--- config.mk ---
export PLATFORM = sky130hd
export DESIGN_NAME = pattern_sequencer
export DESIGN_NICKNAME = d
export VERILOG_FILES = /design/src/include/sequencer_pkg.sv /design/src/rtl/pattern_sequencer.sv /design/src/rtl/pattern_store.sv
export SDC_FILE = /design/constraint.sdc
export NUM_CORES = 2
export LEC_CHECK = 0
export BUFFER_PORTS_ARGS = -buffer_cell sky130_fd_sc_hd__buf_4
export CORE_UTILIZATION = 44
export DETAILED_ROUTE_END_ITERATION = 16
export HOLD_SLACK_MARGIN = 0.03
export PLACE_DENSITY_LB_ADDON = 0.25
export SYNTH_ARGS = -nofsm -noshare
export SYNTH_HDL_FRONTEND = slang
export SYNTH_SLANG_ARGS = --single-unit
--- constraint.sdc ---
create_clock -name clk_in -period 2.6 [get_ports clk_in]
set_input_delay 0.52 -clock clk_in [delete_from_list [all_inputs] [get_ports clk_in]]
set_output_delay 0.52 -clock clk_in [all_outputs]
set_load 0.02 [all_outputs]
--- src/include/sequencer_pkg.sv ---
// Constants shared by the pattern sequencer and its pattern store.
package sequencer_pkg;
  localparam int RAM_DEPTH = 64;
  localparam int RAM_WIDTH = 32;
  localparam int PTR_WIDTH = 6;
  localparam int NUM_BANKS = 4;
  localparam int ADDR_WIDTH = 32;
  localparam int BANK_WIDTH = 16;
  localparam logic [1:0] CMD_NORMAL = 2'h0;
  localparam logic [1:0] CMD_WRITE = 2'h1;
  localparam logic [1:0] CMD_READ = 2'h2;
  localparam logic [1:0] CMD_RUN = 2'h3;
  localparam logic [1:0] DIV_TWO = 2'h1;
  localparam logic [1:0] DIV_FOUR = 2'h2;
  localparam logic [1:0] DIV_EIGHT = 2'h3;
  localparam logic [2:0] LAST_TICK_TWO = 3'h1;
  localparam logic [2:0] LAST_TICK_FOUR = 3'h3;
  localparam logic [2:0] LAST_TICK_EIGHT = 3'h7;
  localparam int SEL_Q1_BIT = 31;
  localparam int SEL_Q3_BIT = 29;
  localparam int SEL_Q4_BIT = 28;
  localparam int LINE0_LOW_HI_BIT = 23;
  localparam int LINE0_LOW_LO_BIT = 22;
  localparam int LINE0_HIGH_HI_BIT = 21;
  localparam int LINE0_HIGH_LO_BIT = 20;
  localparam logic [1:0] LINE_DEFAULT = 2'h0;
  localparam logic [1:0] LINE_RESERVED = 2'h1;
  localparam logic [1:0] LINE_LOW = 2'h2;
  localparam logic [1:0] LINE_HIGH = 2'h3;
  localparam logic [5:0] PTR_RESET = 6'h00;
  localparam logic [31:0] WORD_RESET = 32'h00000000;
  localparam logic [1:0] CMD_RESET = 2'h0;
  localparam logic LINE_DEFAULT_RESET = 1'b1;
  localparam logic [3:0] SELECT_IDLE = 4'hF;
  localparam logic [2:0] TICK_RESET = 3'h0;
endpackage

--- src/rtl/pattern_sequencer.sv ---
// Pattern sequencer: RAM load and read-back, and chip-select timing generation.
`timescale 1ns/1ps
`default_nettype none
module pattern_sequencer (
  input wire logic clk_in,
  input wire logic arst_n_in,
  input wire logic mode_write_in,
  input wire logic [1:0] mode_command_in,
  input wire logic [sequencer_pkg::PTR_WIDTH-1:0] mode_pointer_in,
  input wire logic mode_line_zero_in,
  input wire logic transfer_write_in,
  input wire logic [sequencer_pkg::RAM_WIDTH-1:0] transfer_data_in,
  input wire logic [1:0] bus_divider_field_in,
  input wire logic [sequencer_pkg::NUM_BANKS-1:0][sequencer_pkg::BANK_WIDTH-1:0] bank_base_in,
  input wire logic [sequencer_pkg::NUM_BANKS-1:0][sequencer_pkg::BANK_WIDTH-1:0] bank_mask_in,
  input wire logic [sequencer_pkg::NUM_BANKS-1:0] bank_assigned_in,
  input wire logic txn_valid_in,
  input wire logic txn_write_in,
  input wire logic [sequencer_pkg::ADDR_WIDTH-1:0] txn_addr_in,
  output logic [1:0] machine_command_field_out,
  output logic [sequencer_pkg::PTR_WIDTH-1:0] ram_word_pointer_out,
  output logic [sequencer_pkg::RAM_WIDTH-1:0] ram_word_transfer_reg_out,
  output logic [sequencer_pkg::NUM_BANKS-1:0] local_chip_select_n_out,
  output logic general_line_zero_out,
  output logic busy_out,
  output logic txn_done_out
);
  typedef enum logic [2:0] {
    ST_IDLE,
    ST_STORE,
    ST_FETCH,
    ST_LATCH,
    ST_PLAY,
    ST_FINISH
  } fsm_type;

  typedef struct packed {
    fsm_type fsm;
    logic [1:0] cmd;
    logic [sequencer_pkg::PTR_WIDTH-1:0] ptr;
    logic line_default;
    logic [sequencer_pkg::RAM_WIDTH-1:0] xfer;
    logic [sequencer_pkg::RAM_WIDTH-1:0] word;
    logic [sequencer_pkg::NUM_BANKS-1:0] hit;
    logic [1:0] div;
    logic [2:0] tick;
    logic bump;
    logic [sequencer_pkg::NUM_BANKS-1:0] sel_n;
    logic line;
    logic busy;
    logic done;
  } state_type;

  localparam state_type STATE_RESET = '{
    fsm: ST_IDLE,
    cmd: sequencer_pkg::CMD_RESET,
    ptr: sequencer_pkg::PTR_RESET,
    line_default: sequencer_pkg::LINE_DEFAULT_RESET,
    xfer: sequencer_pkg::WORD_RESET,
    word: sequencer_pkg::WORD_RESET,
    hit: '0,
    div: sequencer_pkg::DIV_FOUR,
    tick: sequencer_pkg::TICK_RESET,
    bump: 1'b0,
    sel_n: sequencer_pkg::SELECT_IDLE,
    line: sequencer_pkg::LINE_DEFAULT_RESET,
    busy: 1'b0,
    done: 1'b0
  };

  state_type st_reg;
  state_type st_next;
  logic [1:0] rst_sync_reg;
  logic rst_n;
  logic [sequencer_pkg::NUM_BANKS-1:0] bank_match;
  logic [sequencer_pkg::NUM_BANKS-1:0] bank_hit;
  logic [1:0] quarter;
  logic [2:0] last_tick;
  logic select_bit;
  logic [1:0] line_code;
  logic ram_write;
  logic [sequencer_pkg::RAM_WIDTH-1:0] ram_rdata;

  // The asynchronous reset is released through two flip-flops.
  always_ff @(posedge clk_in or negedge arst_n_in) begin
    if (!arst_n_in) begin
      rst_sync_reg <= 2'h0;
    end else begin
      rst_sync_reg <= {rst_sync_reg[0], 1'b1};
    end
  end
  assign rst_n = rst_sync_reg[1];

  // Each bank compares the upper address bits under its mask.
  genvar b;
  generate
    for (b = 0; b < sequencer_pkg::NUM_BANKS; b++) begin : g_bank
      assign bank_match[b] = bank_assigned_in[b] &&
        ((txn_addr_in[sequencer_pkg::ADDR_WIDTH-1 -: sequencer_pkg::BANK_WIDTH] &
          bank_mask_in[b]) == (bank_base_in[b] & bank_mask_in[b]));
    end
  endgenerate

  // Overlapping banks resolve to the lowest index so one select is driven.
  assign bank_hit = bank_match & (~bank_match + sequencer_pkg::NUM_BANKS'(1));

  pattern_store u_store (
    .clk_in(clk_in),
    .write_in(ram_write),
    .addr_in(st_reg.ptr),
    .data_in(st_reg.xfer),
    .data_out(ram_rdata)
  );

  assign ram_write = (st_reg.fsm == ST_STORE);

  // Map the tick inside a bus cycle to its quarter phase.
  always_comb begin
    unique case (st_reg.div)
      sequencer_pkg::DIV_TWO: begin
        quarter = {st_reg.tick[0], 1'b0};
        last_tick = sequencer_pkg::LAST_TICK_TWO;
      end
      sequencer_pkg::DIV_EIGHT: begin
        quarter = st_reg.tick[2:1];
        last_tick = sequencer_pkg::LAST_TICK_EIGHT;
      end
      default: begin
        quarter = st_reg.tick[1:0];
        last_tick = sequencer_pkg::LAST_TICK_FOUR;
      end
    endcase
  end

  assign select_bit = st_reg.word[sequencer_pkg::SEL_Q1_BIT - int'(quarter)];
  assign line_code = quarter[1] ?
    st_reg.word[sequencer_pkg::LINE0_HIGH_HI_BIT:sequencer_pkg::LINE0_HIGH_LO_BIT] :
    st_reg.word[sequencer_pkg::LINE0_LOW_HI_BIT:sequencer_pkg::LINE0_LOW_LO_BIT];

  always_comb begin
    st_next = st_reg;
    st_next.done = 1'b0;
    unique case (st_reg.fsm)
      ST_IDLE: begin
        if (txn_valid_in && (|bank_hit)) begin
          st_next.hit = bank_hit;
          st_next.div = bus_divider_field_in;
          st_next.tick = sequencer_pkg::TICK_RESET;
          st_next.busy = 1'b1;
          if (st_reg.cmd == sequencer_pkg::CMD_WRITE) begin
            st_next.fsm = txn_write_in ? ST_STORE : ST_FINISH;
          end else if (st_reg.cmd == sequencer_pkg::CMD_READ) begin
            st_next.fsm = txn_write_in ? ST_FINISH : ST_FETCH;
          end else begin
            st_next.fsm = ST_FETCH;
          end
        end else begin
          if (mode_write_in) begin
            st_next.cmd = mode_command_in;
            st_next.ptr = mode_pointer_in;
            st_next.line_default = mode_line_zero_in;
          end
          if (transfer_write_in) begin
            st_next.xfer = transfer_data_in;
          end
        end
        st_next.line = st_next.line_default;
      end
      ST_STORE: begin
        st_next.bump = 1'b1;
        st_next.fsm = ST_FINISH;
      end
      ST_FETCH: begin
        st_next.fsm = ST_LATCH;
      end
      ST_LATCH: begin
        if (st_reg.cmd == sequencer_pkg::CMD_READ) begin
          st_next.xfer = ram_rdata;
          st_next.bump = 1'b1;
          st_next.fsm = ST_FINISH;
        end else begin
          st_next.word = ram_rdata;
          st_next.fsm = ST_PLAY;
        end
      end
      ST_PLAY: begin
        st_next.sel_n = (~st_reg.hit) |
          {sequencer_pkg::NUM_BANKS{select_bit}};
        unique case (line_code)
          sequencer_pkg::LINE_LOW: st_next.line = 1'b0;
          sequencer_pkg::LINE_HIGH: st_next.line = 1'b1;
          default: st_next.line = st_reg.line_default;
        endcase
        st_next.tick = st_reg.tick + 3'h1;
        if (st_reg.tick == last_tick) begin
          st_next.fsm = ST_FINISH;
        end
      end
      ST_FINISH: begin
        if (st_reg.bump) begin
          st_next.ptr = st_reg.ptr + sequencer_pkg::PTR_WIDTH'(1);
        end
        st_next.bump = 1'b0;
        st_next.sel_n = sequencer_pkg::SELECT_IDLE;
        st_next.line = st_reg.line_default;
        st_next.done = 1'b1;
        st_next.busy = 1'b0;
        st_next.fsm = ST_IDLE;
      end
      default: begin
        st_next = STATE_RESET;
      end
    endcase
  end

  always_ff @(posedge clk_in or negedge rst_n) begin
    if (!rst_n) begin
      st_reg <= STATE_RESET;
    end else begin
      st_reg <= st_next;
    end
  end

  assign machine_command_field_out = st_reg.cmd;
  assign ram_word_pointer_out = st_reg.ptr;
  assign ram_word_transfer_reg_out = st_reg.xfer;
  assign local_chip_select_n_out = st_reg.sel_n;
  assign general_line_zero_out = st_reg.line;
  assign busy_out = st_reg.busy;
  assign txn_done_out = st_reg.done;

  // Checks on the sequencing and the waveforms.
  a_store_copies_word: assert property (
    @(posedge clk_in) disable iff (!rst_n)
    (st_reg.fsm == ST_IDLE && txn_valid_in && (|bank_hit) && txn_write_in &&
     st_reg.cmd == sequencer_pkg::CMD_WRITE)
    |=> (ram_write && u_store.data_in == $past(st_reg.xfer) &&
         u_store.addr_in == $past(st_reg.ptr)))
    else $error("dummy write did not store the transfer word");

  a_read_loads_word: assert property (
    @(posedge clk_in) disable iff (!rst_n)
    (st_reg.fsm == ST_LATCH && st_reg.cmd == sequencer_pkg::CMD_READ)
    |=> ram_word_transfer_reg_out == $past(ram_rdata))
    else $error("dummy read did not load the transfer register");

  a_pointer_then_done: assert property (
    @(posedge clk_in) disable iff (!rst_n)
    (st_reg.fsm == ST_FINISH && st_reg.bump)
    |=> (txn_done_out &&
         ram_word_pointer_out == $past(st_reg.ptr) + sequencer_pkg::PTR_WIDTH'(1)))
    else $error("pointer did not advance with completion");

  a_access_done_bound: assert property (
    @(posedge clk_in) disable iff (!rst_n)
    (st_reg.fsm == ST_IDLE && txn_valid_in && (|bank_hit) && !txn_write_in &&
     st_reg.cmd == sequencer_pkg::CMD_READ)
    |-> ##4 (txn_done_out && busy_out == 1'b0))
    else $error("RAM read access did not complete in four cycles");

  a_access_lines_quiet: assert property (
    @(posedge clk_in) disable iff (!rst_n)
    (busy_out && (st_reg.cmd == sequencer_pkg::CMD_WRITE ||
                  st_reg.cmd == sequencer_pkg::CMD_READ))
    |-> (local_chip_select_n_out == sequencer_pkg::SELECT_IDLE &&
         general_line_zero_out == st_reg.line_default))
    else $error("RAM access moved a control line");

  a_one_select_low: assert property (
    @(posedge clk_in) disable iff (!rst_n)
    $onehot0(~local_chip_select_n_out) &&
    ((~local_chip_select_n_out & ~st_reg.hit) == '0))
    else $error("a select outside the matching bank is active");

  a_half_phase_two: assert property (
    @(posedge clk_in) disable iff (!rst_n)
    (st_reg.fsm == ST_PLAY && st_reg.div == sequencer_pkg::DIV_TWO &&
     st_reg.tick == 3'h0)
    |=> (local_chip_select_n_out ==
         ((~st_reg.hit) | {sequencer_pkg::NUM_BANKS{st_reg.word[sequencer_pkg::SEL_Q1_BIT]}}))
    ##1 (local_chip_select_n_out ==
         ((~st_reg.hit) | {sequencer_pkg::NUM_BANKS{st_reg.word[sequencer_pkg::SEL_Q3_BIT]}}))
    ##1 (st_reg.fsm == ST_IDLE))
    else $error("divide-by-two waveform is wrong");

  a_quarter_three_four: assert property (
    @(posedge clk_in) disable iff (!rst_n)
    (st_reg.fsm == ST_PLAY && st_reg.div == sequencer_pkg::DIV_FOUR &&
     st_reg.tick == 3'h2)
    |=> (local_chip_select_n_out ==
         ((~st_reg.hit) | {sequencer_pkg::NUM_BANKS{st_reg.word[sequencer_pkg::SEL_Q3_BIT]}})))
    else $error("third quarter select is wrong");

  a_eighth_holds_last: assert property (
    @(posedge clk_in) disable iff (!rst_n)
    (st_reg.fsm == ST_PLAY && st_reg.div == sequencer_pkg::DIV_EIGHT &&
     st_reg.tick == 3'h6)
    |=> (local_chip_select_n_out ==
         ((~st_reg.hit) | {sequencer_pkg::NUM_BANKS{st_reg.word[sequencer_pkg::SEL_Q4_BIT]}}))
    [*2])
    else $error("fourth quarter does not span two cycles");

  a_cycle_length_four: assert property (
    @(posedge clk_in) disable iff (!rst_n)
    (st_reg.fsm == ST_PLAY && st_reg.div == sequencer_pkg::DIV_FOUR &&
     st_reg.tick == 3'h0)
    |-> (st_reg.fsm == ST_PLAY) [*4] ##1 (st_reg.fsm == ST_FINISH))
    else $error("bus cycle does not last four ticks");

  a_line_zero_first: assert property (
    @(posedge clk_in) disable iff (!rst_n)
    (st_reg.fsm == ST_PLAY && st_reg.tick == 3'h0)
    |=> (general_line_zero_out ==
         ($past(line_code) == sequencer_pkg::LINE_LOW ? 1'b0 :
          $past(line_code) == sequencer_pkg::LINE_HIGH ? 1'b1 :
          st_reg.line_default)))
    else $error("line zero does not follow the first-half code");
endmodule
`default_nettype wire

--- src/rtl/pattern_store.sv ---
// Pattern word store: one synchronous write port and a registered read.
`timescale 1ns/1ps
`default_nettype none
module pattern_store (
  input wire logic clk_in,
  input wire logic write_in,
  input wire logic [sequencer_pkg::PTR_WIDTH-1:0] addr_in,
  input wire logic [sequencer_pkg::RAM_WIDTH-1:0] data_in,
  output logic [sequencer_pkg::RAM_WIDTH-1:0] data_out
);
  logic [sequencer_pkg::RAM_WIDTH-1:0] mem_reg [0:sequencer_pkg::RAM_DEPTH-1];

  // A read in the cycle of a write returns the old word.
  always_ff @(posedge clk_in) begin
    if (write_in) begin
      mem_reg[addr_in] <= data_in;
    end
    data_out <= mem_reg[addr_in];
  end
endmodule
`default_nettype wire
; Word level (Yosys, flattened, before mapping)
; Memory sizes are Yosys's and may differ from the RTL's. A register that Yosys moved wholly into a read port is not among the register bits.
; Cells that the tools add are included.
[totals]
register_bits = 95
latchBits = 0
mem_bits_rw = 2048
rom_bits = 0
inputBits = 213
output_inout_bits = 47
elab_cells = 125
mem_count = 1
[classes]
n_addsub = 4
multipliers = 0
div_mod_pow = 0
order_cmp = 1
eq_ne = 24
n_shift = 0
mux = 38
bitwise = 18
n_reduce_logical = 24
[memory_table]
columns = name, words, word_bits, read_ports, rd_ports_with_merged_regs, write_ports, line
row1 = u_store.mem_reg, 64, 32, 1, 1, 1, pattern_store.sv:11  ; logic [sequencer_pkg::RAM_WIDTH-1:0] mem_reg [0:sequencer_pkg::RAM_DEPTH-1];
[ops]
columns = op, n
row1 = AND 16 bit, 8
row2 = 2-to-1 mux 32 bit, 3
row3 = one-hot mux 32 bit (3 select lines), 1
row4 = equality test 16 bit, 4
row5 = one-hot mux 32 bit (2 select lines), 1
row6 = 2-to-1 mux 41 bit, 1
row7 = OR reduction 4 bit, 5
row8 = 2-to-1 mux 3 bit, 6
row9 = 2-to-1 mux 9 bit, 2
row10 = one-hot mux 6 bit (3 select lines), 1
row11 = inequality test 2 bit (second input constant), 8
row12 = one-hot mux 3 bit (5 select lines), 1
row13 = one-hot mux 6 bit (2 select lines), 1
row14 = AND reduction 2 bit, 6
row15 = OR reduction 5 bit, 2
row16 = one-hot mux 3 bit (3 select lines), 1
row17 = equality test 2 bit (second input constant), 4
row18 = 2-to-1 mux 1 bit, 8
row19 = NOT 4 bit, 2
row20 = one-hot mux 2 bit (2 select lines), 2
row21 = one-hot mux 4 bit (2 select lines), 1
row22 = AND reduction 4 bit, 2
row23 = less-than comparator 6 x 7 -> 1 bit (second input constant), 1
row24 = adder 6 x 1 -> 6 bit (second input constant), 1
row25 = other kinds (22), 37

; Depth between registers and ports, before layout
[depth]
ltp_word = 10
mapped_depth = 11
ltp_nobuf = 10

; Cells and area by module
; A second synthesis with hierarchy kept.
[hier_totals]
cells_unflattened = 4746
hier_area_um2 = 83757.8
[modules_own_cells]
columns = mod, n_inst, cells_each, area_per_inst_um2, seq_area_each_um2
row1 = pattern_store, 1, 4239, 78928.2, 62139.6
row2 = pattern_sequencer, 1, 507, 4829.6, 1785.5

; Worst setup path after synthesis
; OpenSTA, ideal clock, no wires.
[synth_timing]
kind = reg2reg
startpoint = register st_reg (netlist bit ram_word_pointer_out[1])
endpoint = memory u_store.mem_reg[12][0] in the netlist's numbering (enable)
setup_time_ns = 0.421
t_arrival_ns = 3.414
t_required_ns = 2.179
setup_slack_ns = -1.235
stages_incl_launch_ff = 8
n_path_buf = 4
synth_period_minus_slack_ns = 3.835
cell_sequence = dfrtp_1 > buf_2 > nor3b_1 > clkbuf_1 > clkbuf_1 > buf_1 > nand2_1 > nor2_1
[synth_rtl]
columns = item, line
row1 = start: declaration, pattern_sequencer.sv:71  ; state_type st_reg;
row2 = start signal: assignment, pattern_sequencer.sv:220  ; st_reg <= st_next;
row3 = end: declaration, pattern_store.sv:11
; No word-level cell before the write port.

==> impl_metrics.ini <==
[finish]
area_growth_pct = 25.8
nNetsFinal = 5405
n_fill_cell = 13400
largest_reg_flops = 2048
drive_above_1_share_pct = 29.0

[synthesis]
ys.flop_type = edfxtp_1
synth_top_area_share_pct = 78.0
synth_area_leader_cell = edfxtp_1
synth-xor-area-share_pct = 0.722
ys_types = 56
ys_seq_area_share_pct = 81.1
yosys-top-cells-count = edfxtp_1, a22oi_1, a22o_1, a221oi_1, a31oi_1
synthAdderAreaFrac_pct = 0.0476
synth_fp_nets = 4552
synth-async-reset-ratio_pct = 3.30
ys_ff_latch = 2151
synthMuxAreaShare_pct = 0.522
yosysWarningCount = 0
synth_edf_count = 2048
synth_compound_area_share_pct = 13.6
synth.avg_cell_area_um2 = 18.2
netlist_instances = 4336
synth_area_leaders = edfxtp_1, a22oi_1, a22o_1
synth_simple_gate_area_share_pct = 2.10
synth_most_common_cell = edfxtp_1
synth_top_family_by_area = compound AO/OA/AOI/OAI gates
syn_area_um2 = 78800

[worst_hold_path]
hp-class = in -> reg
hold_depth = 3

[power_and_ir_drop]
p_per_area_nw_per_um2 = 1040
peakVddDrop_mv = 0.767
leakagePower_nw = 32.6

[timing]
slew_violations = 0
fin_worst_skew_ps = 57.1
grt_setup_unrepaired = true
timing.final.ws_setup_ps = -74.9
relSlewSlack_pct = 7.38
finalSetupViolCount = 111
fin_crit_ps = 2670
hold_viol = 0
tns_ps = -2400
fmaxAchievable_mhz = 374
worstMarginPinSlew_ps = 1390
hold_slack_ps = 97.3
finalCritPeriodShare_pct = 103

[job]
max_cap_violations = 0

[route]
drcViolationCount = 0
antenna_left = 0
wirelength_um = 277000
vias = 50100
via_per_inst = 6.50
drt_iter0_markers = 7924
dr.pass1.iters = 7
drt-wirelength-per-cell_um = 36.0

[global_route]
antenna_found_initial = 7
grt_pass1_wl_um = 376000
grtUsageTotal_pct = 29.8
grt.overflow.total = 0
grt_max_degree = 66
grt_pass1_vias = 47400

[setup_path]
worstSetupEndpointType = flop
worst-path-stages = 11
worst_path_largest_cell_delay_ps = 480
path_delay_family = buffers and inverters
crit_path_start_kind = flop
path_class = reg -> reg
critPathSlowestCell = nor3b_4
required_ps = 3400
path_buf_inv = 5
worstPathMaxFanout = 11
r2r_cells = 11
crit_chain = buf_6, nor3b_4, buf_12, buf_6, buf_4, a22o_1, a221oi_2, a31oi_1, nor4_2, buf_4, nand2_4
cp.arrival_ps = 3470

[clock_network]
clk_latency_ps = 880
numCtsBuffers = 208
cts.sinks = 2151
cts_buffer_depth = 3
cts_tree = done
htreeDepth = 4
clk_pin_slew_worst_paths_ps = 60
cts-root-buf = clkbuf_16

[floorplan]
initial_utilization_pct = 44.5
chipHeight_um = 425
die-area_um2 = 181000
core_area_um2 = 177000
rows = 154
boundaryPins = 260
die_w_um = 425

[run_status]
status = finished with violations
violations = setup timing

[place]
place.gp.congestion = 0.882
port_buffers = 243
hpwl_um = 173000
place_ws_ps = -407
[cell usage in the layout (no fill, tap or decap), drive strengths merged, types with 7 or more instances in the layout]
cell / count
dfxtp: 32
nor2: 97
bufinv: 11
a22o: 243
o21ai: 26
inv: 14
a221oi: 210
nor4: 34
a31oi: 203
nor3: 10
xor2: 64
mux2: 33
clkinv: 85
buf: 921
nand3: 40
edfxtp: 2048
a21oi: 72
dfrtp: 64
dlygate4sd3: 43
a22oi: 632
nand4: 58
clkbuf: 281
dfstp: 7
nand2: 64
[timing repair]
| action | CTS | global route |
|---|---|---|
| pin swaps | 34 | 66 |
| cloned | 2 | 6 |
| setup endpoints to repair | 215 | 102 |
| gates resized for setup | 82 | 150 |
| buffers inserted | 15 | 13 |
| hold buffers | 43 | 0 |
| hold endpoints to repair | 38 | 0 |
[power by group]
group          switching, mW  total, mW  internal [mW]
Combinational           18.5       29.5           11.1
Clock                   13.0       29.4           16.4
Sequential              1.58       44.0           42.4
[final cells by class]
class	instances	area, um^2	area share [%]
sequential	2151	64000	64.5
antenna	3	7.51	0.00757
tap	2340	2930	2.95
inverter	9	33.8	0.0341
clock buffer	276	5650	5.70
timing repair buffer	970	10400	10.5
multi-input combinational	1849	15200	15.3
clock inverter	104	937	0.945
[path summary, 6_finish.rpt]
path                                                        endpoint  slack, ps                           startpoint
max                                     u_store.data_out[30]$_DFF_P_        -70  ram_word_pointer_out[2]$_DFFE_PN0P_
min                        ram_word_transfer_reg_out[28]$_DFFE_PN0P_        100                 transfer_data_in[28]
max reg2reg                             u_store.data_out[30]$_DFF_P_        -70  ram_word_pointer_out[2]$_DFFE_PN0P_
min reg2reg                                rst_sync_reg[1]$_DFF_PN0_        350            rst_sync_reg[0]$_DFF_PN0_
max in group asynchronous   ram_word_transfer_reg_out[9]$_DFFE_PN0P_       1550            rst_sync_reg[1]$_DFF_PN0_
min in group asynchronous                      st_reg[7]$_DFFE_PN0P_        360            rst_sync_reg[1]$_DFF_PN0_
[metal layers]
| layer | track usage, % | routed length (um) | vias up |
|---|---|---|---|
| li1 | - | - | 20000 |
| met1 | 41.2 | 106000 | 25900 |
| met2 | 45.8 | 126000 | 3675 |
| met3 | 6.84 | 33000 | 520 |
| met4 | 12.0 | 12700 | 2 |
| met5 | 0 | 13 | - |
[kinds of logic after synthesis]
logic type / Yosys count
AO/OA/AOI/OAI: 1409
XOR/XNOR: 65
adder cells (fa/ha/maj): 3
buffers and inverters: 336
flip-flops: 2151
multiplexers: 37
other: 1
AND/OR/NAND/NOR: 334
[worst register-to-register path, delay by kind of cell, from the launching register on]
family          cells  cell delay (ps)
flops               1              460
buf+inv             5             1020
simple gates        3              630
compound gates      3              480
[per-stage QoR]
stage | power [mW] | std cells | util (%) | area (um^2)
global placement | 71.3 | 7242 | 51.0 | 90300
finish | 103 | 7702 | 56.0 | 99200
global route | 106 | 7702 | 56.0 | 99200
floorplan | 57.1 | 4336 | - | 79400
detailed placement | 71.6 | 7242 | 51.0 | 90300
CTS | 101 | 7681 | 55.3 | 98000
No activity file was read; power rests on OpenSTA's default activity.
